### config.mk
export PLATFORM = sky130hd
export DESIGN_NAME = apnms_core
export DESIGN_NICKNAME = d
export VERILOG_FILES = /design/src/shared/apnms_pkg.sv /design/src/apnms_core.sv
export SDC_FILE = /design/constraint.sdc
export NUM_CORES = 1
export LEC_CHECK = 0
export BUFFER_PORTS_ARGS = -buffer_cell sky130_fd_sc_hd__buf_2
export CORE_ASPECT_RATIO = 1.75
export CORE_MARGIN = 2
export CORE_UTILIZATION = 47
export CTS_BUF_LIST = sky130_fd_sc_hd__clkbuf_16
export CTS_CLUSTER_SIZE = 40
export DETAILED_ROUTE_END_ITERATION = 10
export PLACE_DENSITY = 0.76
export SLEW_MARGIN = 5
export SYNTH_ARGS = -nofsm -noshare
export SYNTH_HDL_FRONTEND = slang
export SYNTH_SLANG_ARGS = --single-unit
export TNS_END_PERCENT = 5
### constraint.sdc
create_clock -name clk -period 2 [get_ports clk]
set_input_delay 0.4 -clock clk [delete_from_list [all_inputs] [get_ports clk]]
set_output_delay 0.4 -clock clk [all_outputs]
set_load 0.05 [all_outputs]
### src/shared/apnms_pkg.sv
// Package: register map, field positions, command codes and mode encodings of the preset block
package apnms_pkg;

  // ****************************************************************
  // Register offsets
  // ****************************************************************
  localparam logic [7:0] OFF_OPERATION_CONTROL  = 8'h02;
  localparam logic [7:0] OFF_TYPE_A_FRAMING     = 8'h05;
  localparam logic [7:0] OFF_AUXILIARY_DEF      = 8'h09;
  localparam logic [7:0] OFF_RECEIVER_CFG_ONE   = 8'h0a;
  localparam logic [7:0] OFF_RECEIVER_CFG_THREE = 8'h0c;
  localparam logic [7:0] OFF_MODE_DEFINITION    = 8'h20;
  localparam logic [7:0] OFF_BIT_RATE_DEF       = 8'h21;
  localparam logic [7:0] OFF_RATE_DETECT_SHOW   = 8'h22;
  localparam logic [7:0] OFF_COMMAND            = 8'h23;

  // ****************************************************************
  // Field positions
  // ****************************************************************
  localparam int BIT_SINGLE_RX_CHANNEL  = 5;
  localparam int BIT_TX_ENABLE          = 3;
  localparam int BIT_START_BYTE_FRAMING = 5;
  localparam int BIT_MODULATION_TYPE    = 5;
  localparam int BIT_FIELD_DETECTOR_EN  = 4;
  localparam int BIT_DEMOD_CHANNEL      = 7;
  localparam int BIT_AM_DEMOD_CHOICE    = 6;
  localparam int POS_FILTER_CODE        = 0;  // Lowpass bits 5:3, zero bits 2:0
  localparam int BIT_STAGE_CLIP         = 1;
  localparam int BIT_FORCED_GAIN_CUT    = 0;
  localparam int BIT_MODE_TARGET        = 0;  // Mode definition: target role
  localparam int POS_MODE_CODE          = 4;  // Mode definition: code in bits 7:4
  localparam int POS_TX_RATE            = 4;  // Bit rate: tx in 7:4, rx in 3:0

  // ****************************************************************
  // Reset values
  // ****************************************************************
  localparam logic [7:0] RST_OPERATION_CONTROL  = 8'h00;
  localparam logic [7:0] RST_TYPE_A_FRAMING     = 8'h00;
  localparam logic [7:0] RST_AUXILIARY_DEF      = 8'h00;
  localparam logic [7:0] RST_RECEIVER_CFG_ONE   = 8'h00;
  localparam logic [7:0] RST_RECEIVER_CFG_THREE = 8'h00;
  localparam logic [7:0] RST_MODE_DEFINITION    = 8'h10;
  localparam logic [7:0] RST_BIT_RATE_DEF       = 8'h00;

  // ****************************************************************
  // Commands, modes and rates
  // ****************************************************************
  localparam logic [7:0] CMD_GO_NORMAL_NFC = 8'h01;
  localparam logic [7:0] CMD_ANALOG_PRESET = 8'h02;
  localparam logic [3:0] RATE_106          = 4'h0;

  typedef enum logic [3:0] {
    APNMS_MODE_TYPE_A     = 4'h1,
    APNMS_MODE_TYPE_B     = 4'h2,
    APNMS_MODE_VICINITY   = 4'h3,
    APNMS_MODE_TYPE_F     = 4'h4,
    APNMS_MODE_NFCIP1     = 4'h5,
    APNMS_MODE_SUBC_STRM  = 4'h6,
    APNMS_MODE_BPSK_STRM  = 4'h7,
    APNMS_MODE_RATE_DETECT = 4'h8
  } apnms_mode_t;

  // Register port request, one beat per cycle
  typedef struct packed {
    logic [7:0] addr;
    logic [7:0] wdata;
    logic       wr;
    logic       rd;
  } apnms_req_t;

endpackage

### src/apnms_core.sv
// Design: go-to-normal NFC and analog preset command logic with its register file
`timescale 1ns/100ps
`default_nettype none

// Notes on behaviour
// - Go-to-normal command leaves bit-rate detection mode for normal NFC mode.
// - Go-to-normal copies detected rate into bit-rate register, fixes modulation bit.
// - Analog preset sets receiver and transmitter bits from mode and bit rate.
// - Preset sets single receive channel bit for NFCIP-1 active communication.
// - Preset clears transmitter enable in target modes and NFCIP-1 initiator.
// - In NFCIP-1 the preset never switches the transmitter field on.
// - Preset sets start-byte framing bit for NFCIP-1 active communication.
// - Preset picks OOK for Type A and 106k NFCIP-1, AM for Type B, Type F and faster NFCIP-1; other modes keep the bit.
// - Preset enables field detector only for NFCIP-1 active communication.
// - Preset selects AM demodulation channel for NFCIP-1 active communication.
// - Preset sets AM demodulator choice from receive bit rate.
// - Preset loads three low-pass bits from mode and receive rate.
// - Preset loads three zero-setting bits from mode and receive rate.
// - Preset sets stage clipping only for NFCIP-1 active communication.
// - Preset sets forced gain cut only for NFCIP-1 active communication.
module apnms_core
  import apnms_pkg::*;
#(
  parameter int RATE_W = 4
)
(
  input  wire logic                  clk,
  input  wire logic                  rst,
  input  wire apnms_pkg::apnms_req_t bus_req,
  output logic [7:0]                 bus_rdata,
  input  wire logic [RATE_W-1:0]     detected_rate,
  input  wire logic [5:0]            filter_code,
  output logic [7:0]                 operation_control,
  output logic [7:0]                 type_a_framing_settings,
  output logic [7:0]                 auxiliary_definition,
  output logic [7:0]                 receiver_config_one,
  output logic [7:0]                 receiver_config_three,
  output logic [7:0]                 mode_definition,
  output logic [7:0]                 bit_rate_definition
);
  import apnms_pkg::*;

  logic [7:0]  op_ctl_q;
  logic [7:0]  framing_q;
  logic [7:0]  aux_q;
  logic [7:0]  rx_one_q;
  logic [7:0]  rx_three_q;
  logic [7:0]  mode_q;
  logic [7:0]  rate_q;
  logic [7:0]  rdata_q;
  logic [7:0]  rate_show;
  logic [3:0]  rate_nib;
  logic        go_normal;
  logic        preset;
  logic        is_nfcip;
  logic        is_target;
  logic        is_stream;
  logic [3:0]  mode_code;
  logic [3:0]  tx_rate;
  logic [3:0]  rx_rate;

  // ****************************************************************
  // Helpers
  // ****************************************************************

  // Write strobe hit on one register offset
  function automatic logic wr_hit(input apnms_req_t r, input logic [7:0] off);
    wr_hit = r.wr && (r.addr == off);
  endfunction

  // Any rate above 106k uses amplitude modulation
  function automatic logic rate_is_am(input logic [3:0] rate);
    rate_is_am = (rate != RATE_106);
  endfunction

  // ****************************************************************
  // Command decode and mode view
  // ****************************************************************

  // Commands are single writes to the command offset
  assign go_normal = wr_hit(bus_req, OFF_COMMAND) && (bus_req.wdata == CMD_GO_NORMAL_NFC);
  assign mode_code = mode_q[POS_MODE_CODE +: 4];
  assign tx_rate   = rate_q[POS_TX_RATE +: 4];
  assign rx_rate   = rate_q[3:0];
  assign is_nfcip  = (mode_code == APNMS_MODE_NFCIP1);
  assign is_target = mode_q[BIT_MODE_TARGET];
  // Stream modes have no defined preset, so the command is dropped there
  assign is_stream = (mode_code == APNMS_MODE_SUBC_STRM) || (mode_code == APNMS_MODE_BPSK_STRM);
  assign preset    = wr_hit(bus_req, OFF_COMMAND) && (bus_req.wdata == CMD_ANALOG_PRESET) && !is_stream;
  // Detected rate shown on both nibbles so one copy fills tx and rx rates
  assign rate_nib  = 4'(detected_rate); // Zero-extends a narrower detector code
  assign rate_show = {rate_nib, rate_nib};

  // ****************************************************************
  // Operation control
  // ****************************************************************

  // Transmitter is only ever cleared here; field-on is left to its own commands
  always_ff @(posedge clk or posedge rst)
  begin
    if (rst)
      op_ctl_q <= RST_OPERATION_CONTROL;
    else if (wr_hit(bus_req, OFF_OPERATION_CONTROL))
      op_ctl_q <= bus_req.wdata;
    else if (preset)
    begin
      if (is_nfcip)
        op_ctl_q[BIT_SINGLE_RX_CHANNEL] <= 1'b1;
      if (is_target || is_nfcip)
        op_ctl_q[BIT_TX_ENABLE] <= 1'b0;
    end
  end

  // ****************************************************************
  // Type A framing settings
  // ****************************************************************

  always_ff @(posedge clk or posedge rst)
  begin
    if (rst)
      framing_q <= RST_TYPE_A_FRAMING;
    else if (wr_hit(bus_req, OFF_TYPE_A_FRAMING))
      framing_q <= bus_req.wdata;
    else if (preset && is_nfcip)
      framing_q[BIT_START_BYTE_FRAMING] <= 1'b1;
  end

  // ****************************************************************
  // Auxiliary definition
  // ****************************************************************

  // Modulation type follows the rate just copied or the current mode
  always_ff @(posedge clk or posedge rst)
  begin
    if (rst)
      aux_q <= RST_AUXILIARY_DEF;
    else if (wr_hit(bus_req, OFF_AUXILIARY_DEF))
      aux_q <= bus_req.wdata;
    else if (go_normal)
      aux_q[BIT_MODULATION_TYPE] <= rate_is_am(rate_show[POS_TX_RATE +: 4]);
    else if (preset)
    begin
      aux_q[BIT_FIELD_DETECTOR_EN] <= is_nfcip;
      unique case (mode_code)
        APNMS_MODE_TYPE_A: aux_q[BIT_MODULATION_TYPE] <= 1'b0;
        APNMS_MODE_TYPE_B: aux_q[BIT_MODULATION_TYPE] <= 1'b1;
        APNMS_MODE_TYPE_F: aux_q[BIT_MODULATION_TYPE] <= 1'b1;
        APNMS_MODE_NFCIP1: aux_q[BIT_MODULATION_TYPE] <= rate_is_am(tx_rate);
        default:           aux_q[BIT_MODULATION_TYPE] <= aux_q[BIT_MODULATION_TYPE]; // Vicinity keeps it
      endcase
    end
  end

  // ****************************************************************
  // Receiver configuration one
  // ****************************************************************

  // Filter code comes from the external selection table for this mode and rx rate
  always_ff @(posedge clk or posedge rst)
  begin
    if (rst)
      rx_one_q <= RST_RECEIVER_CFG_ONE;
    else if (wr_hit(bus_req, OFF_RECEIVER_CFG_ONE))
      rx_one_q <= bus_req.wdata;
    else if (preset)
    begin
      if (is_nfcip)
        rx_one_q[BIT_DEMOD_CHANNEL] <= 1'b0;
      rx_one_q[BIT_AM_DEMOD_CHOICE]   <= rate_is_am(rx_rate);
      rx_one_q[POS_FILTER_CODE +: 6]  <= filter_code;
    end
  end

  // ****************************************************************
  // Receiver configuration three
  // ****************************************************************

  always_ff @(posedge clk or posedge rst)
  begin
    if (rst)
      rx_three_q <= RST_RECEIVER_CFG_THREE;
    else if (wr_hit(bus_req, OFF_RECEIVER_CFG_THREE))
      rx_three_q <= bus_req.wdata;
    else if (preset)
    begin
      rx_three_q[BIT_STAGE_CLIP]      <= is_nfcip;
      rx_three_q[BIT_FORCED_GAIN_CUT] <= is_nfcip;
    end
  end

  // ****************************************************************
  // Mode and bit rate definition
  // ****************************************************************

  // Leaving detection puts the block in NFCIP-1 target mode
  always_ff @(posedge clk or posedge rst)
  begin
    if (rst)
      mode_q <= RST_MODE_DEFINITION;
    else if (wr_hit(bus_req, OFF_MODE_DEFINITION))
      mode_q <= bus_req.wdata;
    else if (go_normal && (mode_code == APNMS_MODE_RATE_DETECT))
    begin
      mode_q[POS_MODE_CODE +: 4]  <= APNMS_MODE_NFCIP1;
      mode_q[BIT_MODE_TARGET]     <= 1'b1;
    end
  end

  always_ff @(posedge clk or posedge rst)
  begin
    if (rst)
      rate_q <= RST_BIT_RATE_DEF;
    else if (wr_hit(bus_req, OFF_BIT_RATE_DEF))
      rate_q <= bus_req.wdata;
    else if (go_normal)
      rate_q <= rate_show;
  end

  // ****************************************************************
  // Read port
  // ****************************************************************

  // Data stand one cycle after the strobe; unmapped offsets and the command read zero
  always_ff @(posedge clk or posedge rst)
  begin
    if (rst)
      rdata_q <= 8'h00;
    else if (bus_req.rd)
    begin
      unique case (bus_req.addr)
        OFF_OPERATION_CONTROL:  rdata_q <= op_ctl_q;
        OFF_TYPE_A_FRAMING:     rdata_q <= framing_q;
        OFF_AUXILIARY_DEF:      rdata_q <= aux_q;
        OFF_RECEIVER_CFG_ONE:   rdata_q <= rx_one_q;
        OFF_RECEIVER_CFG_THREE: rdata_q <= rx_three_q;
        OFF_MODE_DEFINITION:    rdata_q <= mode_q;
        OFF_BIT_RATE_DEF:       rdata_q <= rate_q;
        OFF_RATE_DETECT_SHOW:   rdata_q <= rate_show;
        default:                rdata_q <= 8'h00;
      endcase
    end
    else
      rdata_q <= 8'h00;
  end

  // No completion interrupt exists, both commands finish in the write cycle
  assign bus_rdata               = rdata_q;
  assign operation_control       = op_ctl_q;
  assign type_a_framing_settings = framing_q;
  assign auxiliary_definition    = aux_q;
  assign receiver_config_one     = rx_one_q;
  assign receiver_config_three   = rx_three_q;
  assign mode_definition         = mode_q;
  assign bit_rate_definition     = rate_q;

endmodule

`default_nettype wire

Word level (Yosys, flattened, before mapping):

Cells that the tools add are included.

* register bits after elaboration: 64
* output and inout bits: 64
* input port bits: 30

* eq/ne operators: 19
* multiplexer cells: 26
* reduce and logical (&&, ||, !) cells: 37

Operator list (count)
* $pmux W8 S8: 1
* $mux W8: 5
* $eq A8 B6 Y1 const B: 4
* $eq A8 B4 Y1 const B: 3
* $reduce_bool A2 Y1: 10
* $eq A4 B3 Y1 const B: 4
* $eq A8 B2 Y1 const B: 2
* $logic_and A1 B1 Y1: 13
* $mux W1: 13
* $reduce_bool A4 Y1: 3
* $reduce_and A2 Y1: 5
* $eq A8 B1 Y1 const B: 1
* $eq A8 B3 Y1 const B: 1
* $mux W2: 4
* $mux W4: 2
* $reduce_bool A5 Y1: 1
* $eq A4 B1 Y1 const B: 1
* $eq A4 B2 Y1 const B: 1
* $eq A4 B4 Y1 const B: 1
* $pmux W1 S3: 1
* $reduce_bool A3 Y1: 1
* $logic_or A1 B1 Y1: 2
* $ne A2 B1 Y1 const B: 1
* $reduce_or A2 Y1: 1
* $logic_not A1 Y1: 1

Depth between registers and ports, before layout:

Gate-level depths: netlist of the first run.

* depth after elaboration: 7
* gate-level depth with buffers: 8
* depth with buffers taken out: 5

Worst setup path before layout of the first run:

No wires, ideal clock.

* kind: reg-to-reg
* from: register mode_q[7] (netlist: mode_definition[7])
* to: register rx_one_q[6] (netlist: receiver_config_one[6])
* buffers on the path: 0
* data required time: 1.875 ns
* clock period less this slack: 2.208 ns
* library setup time: 0.125 ns
* cell stages (with the launch flop): 6
* slack: -0.208 ns
* data arrival time: 2.083 ns
* cell sequence: dfrtp_1 > inv_1 > a311o_1 > nor3_2 > mux2_2 > mux2_2

* longest elaborated chain between the ends: 5
* elaborated cells on any way between the ends: 6
* those cells by class: eq/ne: 2; reduce/logical: 4

RTL lines
* start: declaration: RTL line apnms_core.sv:48 `logic [7:0] mode_q;`
* start signal: assignment: RTL line apnms_core.sv:201 `mode_q <= bus_req.wdata;`
* $eq A4 B3 Y1: RTL line apnms_core.sv:88 `assign is_stream = (mode_code == APNMS_MODE_SUBC_STRM) || (mode_code == APNMS_MODE_BPSK_STRM);`
* $logic_or A1 B1 Y1 (*): RTL line apnms_core.sv:88
* $logic_not A1 Y1 (*): RTL line apnms_core.sv:89 `assign preset = wr_hit(bus_req, OFF_COMMAND) && (bus_req.wdata == CMD_ANALOG_PRESET) && !is_stream;`
* $logic_and A1 B1 Y1 (*): RTL line apnms_core.sv:89
* $reduce_bool A2 Y1 (no source line) (*)
* end signal: assignment: RTL line apnms_core.sv:164 `rx_one_q <= bus_req.wdata;`
* end signal: indexed assignment: RTL line apnms_core.sv:169 `rx_one_q[BIT_AM_DEMOD_CHOICE] <= rate_is_am(rx_rate);`
* end signal: indexed assignment: RTL line apnms_core.sv:170 `rx_one_q[POS_FILTER_CODE +: 6] <= filter_code;`
* end: declaration: RTL line apnms_core.sv:46 `logic [7:0] rx_one_q;`

Every way passes the cells marked *; elsewhere a longest branch is shown, timed or not.
A chain may end at the register's enable or synchronous reset.

Final worst setup path of the first run:

Same ends and word-level chain as after synthesis.

==> flow_summary.json, run 1 <==
{
  "ys_ff_latch": 64,
  "yosysMostFrequentCell": "dfrtp_1",
  "total_power_mw": 3.429,
  "clk_root_buffer_cell": "clkbuf_16",
  "worstRegToRegCells": 5,
  "layout_setup_ws_ps": 139.9,
  "drtAntennaViolNets": 0,
  "total_inserted_antenna_cells": 0,
  "yosys-top-cells-count": "63 x dfrtp_1, 52 x nand2_1, 27 x nor2_1, 23 x mux2i_1, 21 x mux2_2",
  "final_hold_viol_count": 0,
  "drc": 0,
  "tightest_slew_ps": 589.5,
  "path_common_cell": "mux2_2",
  "async_flop_share": 1.000,
  "synth.net_count": 362,
  "routedWlPerCell_um": 19.46,
  "drtIter0Drc": 316,
  "antenna_found_initial": 0,
  "maximum_number_of_pins_on_one_net_before_global_route_repair": 43,
  "crit_path_max_incr_delay_ps": 390,
  "setup_viol": 0,
  "die_height_um": 114.6,
  "placement_setup_slack_ps": -105.5,
  "worst_ir_drop_vdd_uv": 577.1,
  "final_core_occ": 0.6414,
  "crit_chain": "inv_1, a311o_1, nor3_2, mux2_2, mux2_2",
  "start_util": 0.4824,
  "fillers": 603,
  "hpwl_um": 8037,
  "synth_area_sq_um": 3283,
  "grt_use_total": 0.2995,
  "global_route.overflow_total": 0,
  "syn_avg_cell_area_sq_um": 9.889,
  "synth.area.top_cells": "dfrtp_1 48%, mux2_2 7.2%, mux2i_1 7.0%, nand2_1 5.9%, a22oi_1 3.2%",
  "startpoint_type": "flop",
  "timing.hold.worst.class": "input port to async pin",
  "final.min_clock_period_ps": 1860,
  "floorplan.die_area_sq_um": 7696,
  "yosysWarnings": 0,
  "synth_to_layout_area_growth_pct": 32.97,
  "intPower_mw": 2.361,
  "rsz0062_at_grt": "false",
  "synth.yosys.seq_area_share": 0.4882,
  "cts-resized-gates": 0,
  "maxCapViolCount": 0,
  "finClkSkew_ps": 8.526,
  "routed_wl_um": 10660,
  "drtPass1Iterations": 5,
  "synth_cell_type_count": 45,
  "report.final.slew_viol_count": 0,
  "run_status": "completed",
  "end_kind": "flop",
  "leakage_power_total_nw": 2.224,
  "grt_pass1_vias": 3272,
  "final_weighted_congestion_in_routability_driven_placement": 0.9581,
  "clock_power_share": 0.386,
  "setup.reg_to_reg.worst_slack_ps": 140,
  "cp.required_ps": 2220,
  "core-area_sq_um": 6807,
  "layout-drive-gt1-share": 0.3879,
  "clockBufferDepth": 2,
  "sw_frac_of_total": 0.3115,
  "die_x_um": 67.18,
  "postSynth.topFlopCell": "dfrtp_1",
  "post-cts-setup-buffer-count": 0,
  "tritoncts_clock_tree": "yes",
  "h-tree-depth": 3,
  "power_frac_seq": 0.420,
  "io_pins": 94,
  "postSynthCellCount": 332,
  "power.density_cell_area_nw_per_um2": 785.6,
  "ctsHoldBuffers": 0,
  "grt_first_pass_wirelength_um": 16680,
  "placementRows": 40,
  "period_share": 0.9300,
  "clock.fmax_ghz": 0.5376,
  "slowest_stage_cell_cp": "dfrtp_2",
  "nets": 490,
  "worstPathArrival_ps": 2080,
  "r2r_end": "receiver_config_one[6]",
  "total_cts_buffers": 9,
  "clock_slew_seen_by_the_registers_of_the_worst_setup_and_hold_paths_ps": 50,
  "synth_enable_flop_cells": 0,
  "cts_num_sinks": 64,
  "worst_skew_pair.late_latency_ps": 340,
  "critical_path.max_fanout": 5,
  "synth_top_area_cell": "dfrtp_1",
  "netlist.area_leader.share": 0.4802,
  "portBuffers": 93,
  "route.detailed.vias_per_inst": 6.020,
  "comb_power_share": 0.193,
  "vias": 3299,
  "netSwitchingPower_mw": 1.068,
  "setup.worst_path.class": "flop to flop",
  "crit-reg2reg-launch": "mode_definition[7]",
  "slew_headroom": 0.6052
}
==> registers in the layout (all words and copies together) (netlist names) <==
signal and flops:
bus_rdata 8, receiver_config_one 8, operation_control 8, type_a_framing_settings 8, mode_definition 8, auxiliary_definition 8, receiver_config_three 8, bit_rate_definition 8
==> per-layer routing <==
layer	track usage	vias up	share of wire
met1	0.3359	1576	0.34
met2	0.5003	201	0.52
met5	0	-	0
met4	0.1782	0	0.059
met3	0.07276	51	0.079
li1	-	1471	-
==> how the worst max path moves through the flow <==
stage,from,to
2_1_floorplan,mode_definition[6],receiver_config_one[6]
4_1_cts,mode_definition[7],auxiliary_definition[5]
5_1_grt,mode_definition[7],auxiliary_definition[5]
3_5_place_dp,bus_req[14],auxiliary_definition[5]
6_report,mode_definition[7],receiver_config_one[6]
3_3_place_gp,bus_req[14],receiver_config_one[6]
==> cells by family after synthesis <==
kind of cell	synth area share
compound gates	0.1624
xor+xnor	0.002668
buf+inv	0.02934
flops	0.4882
mux	0.1422
simple gates	0.1753
==> final cells by class <==
cell class	instances	area, sq um	share of cell area
repair buffers	136	800.8	0.1834
clock buffers	9	225.2	0.05159
inverters	5	22.52	0.005159
well taps	84	105.1	0.02408
multi-input cells	244	1584	0.3629
clock inverters	6	22.52	0.005159
flip-flops and latches	64	1605	0.3677
==> stage by stage <==
step                cells  instance area [sq um]  hold slack, ps  setup TNS [ps]
floorplan             332                   3289           505.4          -106.6
global placement      533                   4118           469.3          -76.77
detailed placement    533                   4118           477.9           -1072
CTS                   548                   4365           127.0               0
global route          548                   4365           149.6               0
finish                548                   4365           117.3               0
==> cell usage in the layout, fill, tap and decap left out, drive strengths merged, types with 2 or more instances in the layout <==
cell type / count
a22oi: 14
o22ai: 6
nor2: 27
inv: 8
dfrtp: 63
buf: 136
or4: 2
a21bo: 2
a22o: 2
nor2b: 5
clkinv: 2
o22a: 3
o221ai: 3
nand3: 8
or3: 2
a21oi: 17
nand4: 4
nand2: 52
o41ai: 2
a31oi: 8
clkbuf: 9
mux2i: 23
mux2: 21
nor3: 5
nor4: 4
and4bb: 2
o211ai: 2
o21ai: 18
==> worst max-delay path, delay by kind of cell (launching register included) <==
family | cells | cell delay (ps)
buf+inv | 1 | 100
simple gates | 1 | 280
flops | 1 | 390
compound gates | 1 | 360
mux | 2 | 620
==> power by group through the flow <==
stage / registers (mW) / clock network (mW) / logic [mW]
detailed placement: 1.46 / 0 / 0.657
CTS: 1.44 / 1.33 / 0.660
finish: 1.44 / 1.32 / 0.663
floorplan: 1.69 / 0 / 0.187
global placement: 1.46 / 0 / 0.647
global route: 1.45 / 1.41 / 0.698
Power figures use the tool's default switching activity.
==> run 2: changes to the inputs <==
Settings changed: PLACE_DENSITY 0.76 to default, PLACE_DENSITY_LB_ADDON from default to 0.15, SKIP_CTS_REPAIR_TIMING from default to 1.
==> flow_summary.json, run 2 (synthesized netlist as in run 1, its figures left out) <==
{
  "rsz0062_at_grt": "false",
  "final_weighted_congestion_in_routability_driven_placement": 0.8724,
  "slew_headroom": 0.6563,
  "grt_first_pass_wirelength_um": 16550,
  "run_status": "completed",
  "grt_use_total": 0.2977,
  "intPower_mw": 2.506,
  "cts_num_sinks": 64,
  "sw_frac_of_total": 0.3026,
  "use_met1": 0.3434,
  "nets": 493,
  "drtAntennaViolNets": 0,
  "total_power_mw": 3.594,
  "worstPathArrival_ps": 2060,
  "clock_power_share": 0.416,
  "routedWlPerCell_um": 19.18,
  "leakage_power_total_nw": 2.255,
  "drc": 0,
  "setup_viol": 0,
  "antenna_found_initial": 0,
  "placementRows": 40,
  "die_height_um": 114.6,
  "drtIter0Drc": 233,
  "netSwitchingPower_mw": 1.087,
  "final_hold_viol_count": 0,
  "hpwl_um": 7919,
  "timing.hold.worst.class": "input port to async pin",
  "final.min_clock_period_ps": 1836,
  "comb_power_share": 0.184,
  "grt_pass1_vias": 3089,
  "clock.fmax_ghz": 0.5445,
  "multi_input_gate_area_in_the_final_layout_sq_um": 1584,
  "startpoint_type": "flop",
  "synth_to_layout_area_growth_pct": 35.06,
  "fin_area_sq_um": 4434,
  "grt.busiest_layer": "met2",
  "power_frac_seq": 0.400,
  "setup.worst_path.class": "flop to flop",
  "portBuffers": 93,
  "critical_path.max_fanout": 5,
  "commonest_cells_after_routing_fill_and_taps_aside": "93 x buf_2, 61 x dfrtp_1, 52 x nand2_1, 44 x buf_4, 27 x nor2_1",
  "total_cts_buffers": 9,
  "layout-drive-gt1-share": 0.3996,
  "routed_wl_um": 10590,
  "maxCapViolCount": 0,
  "floorplan.die_area_sq_um": 7696,
  "finClkSkew_ps": 5.215,
  "drtPass1Iterations": 4,
  "met3_grt_util": 0.04130,
  "global_route_met2_utilization": 0.5248,
  "total_inserted_antenna_cells": 0,
  "global_route.overflow_total": 0,
  "tightest_slew_ps": 514.4,
  "report.final.slew_viol_count": 0,
  "fillers": 594,
  "placement.cell_area_sq_um": 4153,
  "clock_slew_seen_by_the_registers_of_the_worst_setup_and_hold_paths_ps": 50,
  "die_x_um": 67.18,
  "layout.cells.most_common": "buf_2",
  "maximum_number_of_pins_on_one_net_before_global_route_repair": 65,
  "clockBufferDepth": 2,
  "core-area_sq_um": 6807,
  "vias": 3158,
  "tritoncts_clock_tree": "yes",
  "crit-reg2reg-launch": "mode_definition[5]",
  "area.sequential_sq_um": 1605,
  "worst_skew_pair.late_latency_ps": 340,
  "worst_ir_drop_vdd_uv": 545.4,
  "route.detailed.vias_per_inst": 5.721,
  "worstRegToRegCells": 4,
  "io_pins": 94,
  "clk_root_buffer_cell": "clkbuf_16",
  "cp.required_ps": 2220,
  "end_kind": "flop",
  "period_share": 0.9182,
  "cp-startpoint": "mode_definition[5]",
  "h-tree-depth": 3,
  "power.density_cell_area_nw_per_um2": 810.4,
  "start_util": 0.4824
}
[run 2: metal layers]
layer  part of all wire  vias to the layer above
met3              0.051                       23
met5                  0                        -
met2               0.55                      113
li1                   -                     1482
met1               0.37                     1540
met4              0.027                        0
[run 2: per-stage QoR]
stage          hold WS, ps  std cells  worst slack, ps  utilization  setup TNS (ps)
2_1_floorplan        505.4        332           -106.6            -          -106.6
3_3_place_gp         482.3        536           -28.65       0.6101          -28.65
3_5_place_dp         496.7        536           -118.4       0.6101          -257.4
4_1_cts              176.7        552            171.8       0.6515               0
5_1_grt              198.8        552            111.7       0.6515               0
6_report             155.0        552            163.6       0.6515               0
[run 2: power by group through the flow]
| stage | Sequential, mW | Combinational [mW] | Clock, mW |
|---|---|---|---|
| after CTS | 1.44 | 0.664 | 1.50 |
| final | 1.44 | 0.662 | 1.49 |
| after detailed placement | 1.46 | 0.661 | 0 |
| after global routing | 1.44 | 0.702 | 1.56 |
| after floorplan | 1.69 | 0.187 | 0 |
| after global placement | 1.45 | 0.656 | 0 |
[run 2: worst max-delay path, stage by stage (launching register included)]
cell and delay [ps]:
dfrtp_2 400, a311o_1 430, nor3_2 250, mux2_2 370
mux2_2 260
[run 2: worst paths after layout]
| check | slack (ps) | end |
|---|---|---|
| worst min-delay path | 160 | receiver_config_three[3] |
| worst min register to register | 500 | operation_control[2] |
| max in group asynchronous | 1530 | mode_definition[4] |
| worst max-delay path | 160 | receiver_config_one[6] |
| worst max register to register | 160 | receiver_config_one[6] |
| min in group clk | 310 | receiver_config_one[1] |
[run 2: final cells by class]
class | instances | share of cell area
inverter | 5 | 0.005079
clock buffer | 9 | 0.05079
timing repair buffer | 139 | 0.1885
clock inverter | 7 | 0.01270
tap | 84 | 0.02370
multi-input combinational | 244 | 0.3572
sequential | 64 | 0.3620
==> run 3: changes to the inputs <==
Settings changed: ABC_AREA from default to 1, CORE_UTILIZATION 47 to 30.
==> flow_summary.json, run 3 <==
{
  "run_status": "completed",
  "leakage_power_total_nw": 2.319,
  "slowest_stage_cell_cp": "dfstp_2",
  "cts_num_sinks": 64,
  "critical_path.max_fanout": 6,
  "clock.fmax_ghz": 0.6231,
  "postSynth.topFlopCell": "dfrtp_1",
  "placement_setup_slack_ps": 92.38,
  "end_kind": "primary output",
  "rsz0062_at_grt": "false",
  "r2r_end": "receiver_config_one[4]",
  "async_flop_share": 1.000,
  "setup_viol": 0,
  "antenna_found_initial": 0,
  "layout-drive-gt1-share": 0.2801,
  "postSynthCellCount": 430,
  "tritoncts_clock_tree": "yes",
  "clk_root_buffer_cell": "clkbuf_16",
  "final_core_occ": 0.3909,
  "syn_avg_cell_area_sq_um": 7.909,
  "clock_slew_seen_by_the_registers_of_the_worst_setup_and_hold_paths_ps": 50,
  "vias": 3380,
  "report.final.slew_viol_count": 0,
  "worst-path-buf-inv": 1,
  "hold_ws_ps": 129.7,
  "worstRegToRegCells": 9,
  "start_util": 0.3063,
  "ys_ff_latch": 64,
  "total_cts_buffers": 9,
  "synth_top_area_cell": "dfrtp_1",
  "portBuffers": 93,
  "maximum_number_of_pins_on_one_net_before_global_route_repair": 65,
  "die_x_um": 84.49,
  "synth_simple_gate_area_share": 0.3333,
  "hpwl_um": 9691,
  "synth.yosys.seq_area_share": 0.4713,
  "power.density_cell_area_nw_per_um2": 826.3,
  "timing.hold.worst.class": "input port to async pin",
  "setup.worst_path.class": "flop to primary output",
  "tightest_slew_ps": 614.4,
  "maxCapViolCount": 0,
  "total_inserted_antenna_cells": 0,
  "clockBufferDepth": 2,
  "slew_headroom": 0.5866,
  "h-tree-depth": 3,
  "finClkSkew_ps": 5.296,
  "synth_cell_type_count": 30,
  "final_weighted_congestion_in_routability_driven_placement": 0.9464,
  "drtIter0Drc": 329,
  "drtAntennaViolNets": 0,
  "final_hold_viol_count": 0,
  "crit_path_max_incr_delay_ps": 590,
  "yosys-top-cells-count": "137 x nand2_1, 63 x dfrtp_1, 43 x nand3_1, 39 x nor2_1, 31 x inv_1",
  "grt_pass1_vias": 3217,
  "cp.required_ps": 1600,
  "fillers": 1214,
  "cell_family_with_the_largest_share_of_critical_path_delay": "flip-flops",
  "synth_top_family_by_area": "simple AND/OR/NAND/NOR gates",
  "area.sequential_sq_um": 1603,
  "worst_skew_pair.late_latency_ps": 330,
  "placementRows": 51,
  "post_synth_fa_ha_maj_area_fraction": 0,
  "synth.area.top_cells": "dfrtp_1 46%, nand2_1 15%, nand3_1 6.3%, nor2_1 4.3%, o21ai_0 4.1%",
  "nets": 564,
  "drtPass1Iterations": 4,
  "layout_setup_ws_ps": 395.1,
  "period_share": 0.8025,
  "muxShareOfSynthArea": 0,
  "setup.reg_to_reg.worst_slack_ps": 430,
  "routed_wl_um": 12480,
  "synth_compound_gate_area_share": 0.1262,
  "route.detailed.vias_per_inst": 5.037,
  "netlist.area_leader.share": 0.4636,
  "commonest_cells_after_routing_fill_and_taps_aside": "137 x nand2_1, 93 x buf_2, 63 x dfrtp_1, 43 x nand3_1, 39 x nor2_1",
  "grt_first_pass_wirelength_um": 18850,
  "drc": 0,
  "crit-reg2reg-launch": "mode_definition[7]",
  "io_pins": 94,
  "die_height_um": 144.8,
  "startpoint_type": "flop",
  "final.min_clock_period_ps": 1605,
  "synth_to_layout_area_growth_pct": 27.63,
  "yosysMostFrequentCell": "nand2_1",
  "yosysWarnings": 0,
  "grt_use_total": 0.2106,
  "crit_chain": "buf_2",
  "global_route.overflow_total": 0,
  "core-area_sq_um": 11100,
  "worst_ir_drop_vdd_uv": 397.0,
  "synth_area_sq_um": 3401,
  "total_power_mw": 3.587,
  "synth.net_count": 460,
  "multi_input_gate_area_in_the_final_layout_sq_um": 1563,
  "worstPathArrival_ps": 1200,
  "floorplan.die_area_sq_um": 12240,
  "routedWlPerCell_um": 18.59,
  "xor_xnor_share_of_the_synthesized_area": 0,
  "setup_tns_ps": 0,
  "synth_enable_flop_cells": 0,
  "layout.cells.most_common": "nand2_1"
}
==> run 3: cell types whose count changed in the layout (fill, tap and decap cells not counted), sizes merged, moves of 6 or more <==
cell	previous run	this run
a21oi	17	8
a22oi	14	0
a31oi	8	1
buf	139	104
inv	6	40
mux2	21	0
mux2i	23	0
nand2	52	142
nand3	8	45
nand4	4	10
nor2	27	48
o211ai	2	17
o21ai	18	36
==> run 3: final cells by class <==
cell class | count | share of cell area
Sequential cell | 64 | 0.3693
Multi-Input combinational cell | 317 | 0.3600
Timing Repair Buffer | 104 | 0.1291
Clock buffer | 9 | 0.05189
Tap cell | 132 | 0.03805
Inverter | 38 | 0.03344
Clock inverter | 7 | 0.01816
==> run 3: layer usage <==
layer / share of wire / global-route usage / wire length [um]
met4: 0.024 / 0.08104 / 301
met2: 0.53 / 0.3572 / 6644
met3: 0.048 / 0.04594 / 602
met5: 0 / 0 / 0
met1: 0.39 / 0.2610 / 4927
==> run 3: worst max path at each step <==
stage | start | slack, ps | cells past startpoint | endpoint
2_1_floorplan | rst | 4 | 1 | auxiliary_definition[0]
3_3_place_gp | bus_req[17] | 120 | 11 | operation_control[3]
3_5_place_dp | bus_req[17] | 90 | 11 | operation_control[3]
4_1_cts | mode_definition[4] | 390 | 1 | mode_definition[4]
5_1_grt | bus_req[17] | 250 | 11 | operation_control[3]
6_report | mode_definition[4] | 400 | 1 | mode_definition[4]
==> run 3: stage by stage <==
stage / instance area, sq um / instances
final: 4340 / 671
after global routing: 4340 / 671
after CTS: 4340 / 671
after detailed placement: 4036 / 655
after global placement: 4036 / 655
after floorplan: 3401 / 430
==> run 3: cells by family (layout without fill, tap and decap cells) <==
| kind of cell | after synthesis | count (layout) |
|---|---|---|
| compound gates | 68 | 68 |
| buf+inv | 49 | 158 |
| flops | 64 | 64 |
| simple gates | 249 | 249 |
==> run 3: worst reg2reg max path, cell delays in order (launching register included) <==
cell	delay, ps
dfrtp_1	410
inv_1	160
nand3_1	110
nand3_1	80
nor2_1	70
nand2_2	130
inv_4	90
nor2_2	270
nand2_1	90
o211ai_1	90
==> run 3: power by group <==
part	total (mW)	internal, mW	switching, mW
Combinational	0.532	0.121	0.411
Clock	1.63	1.07	0.560
Sequential	1.43	1.36	0.0693
Total	3.59	2.55	1.04
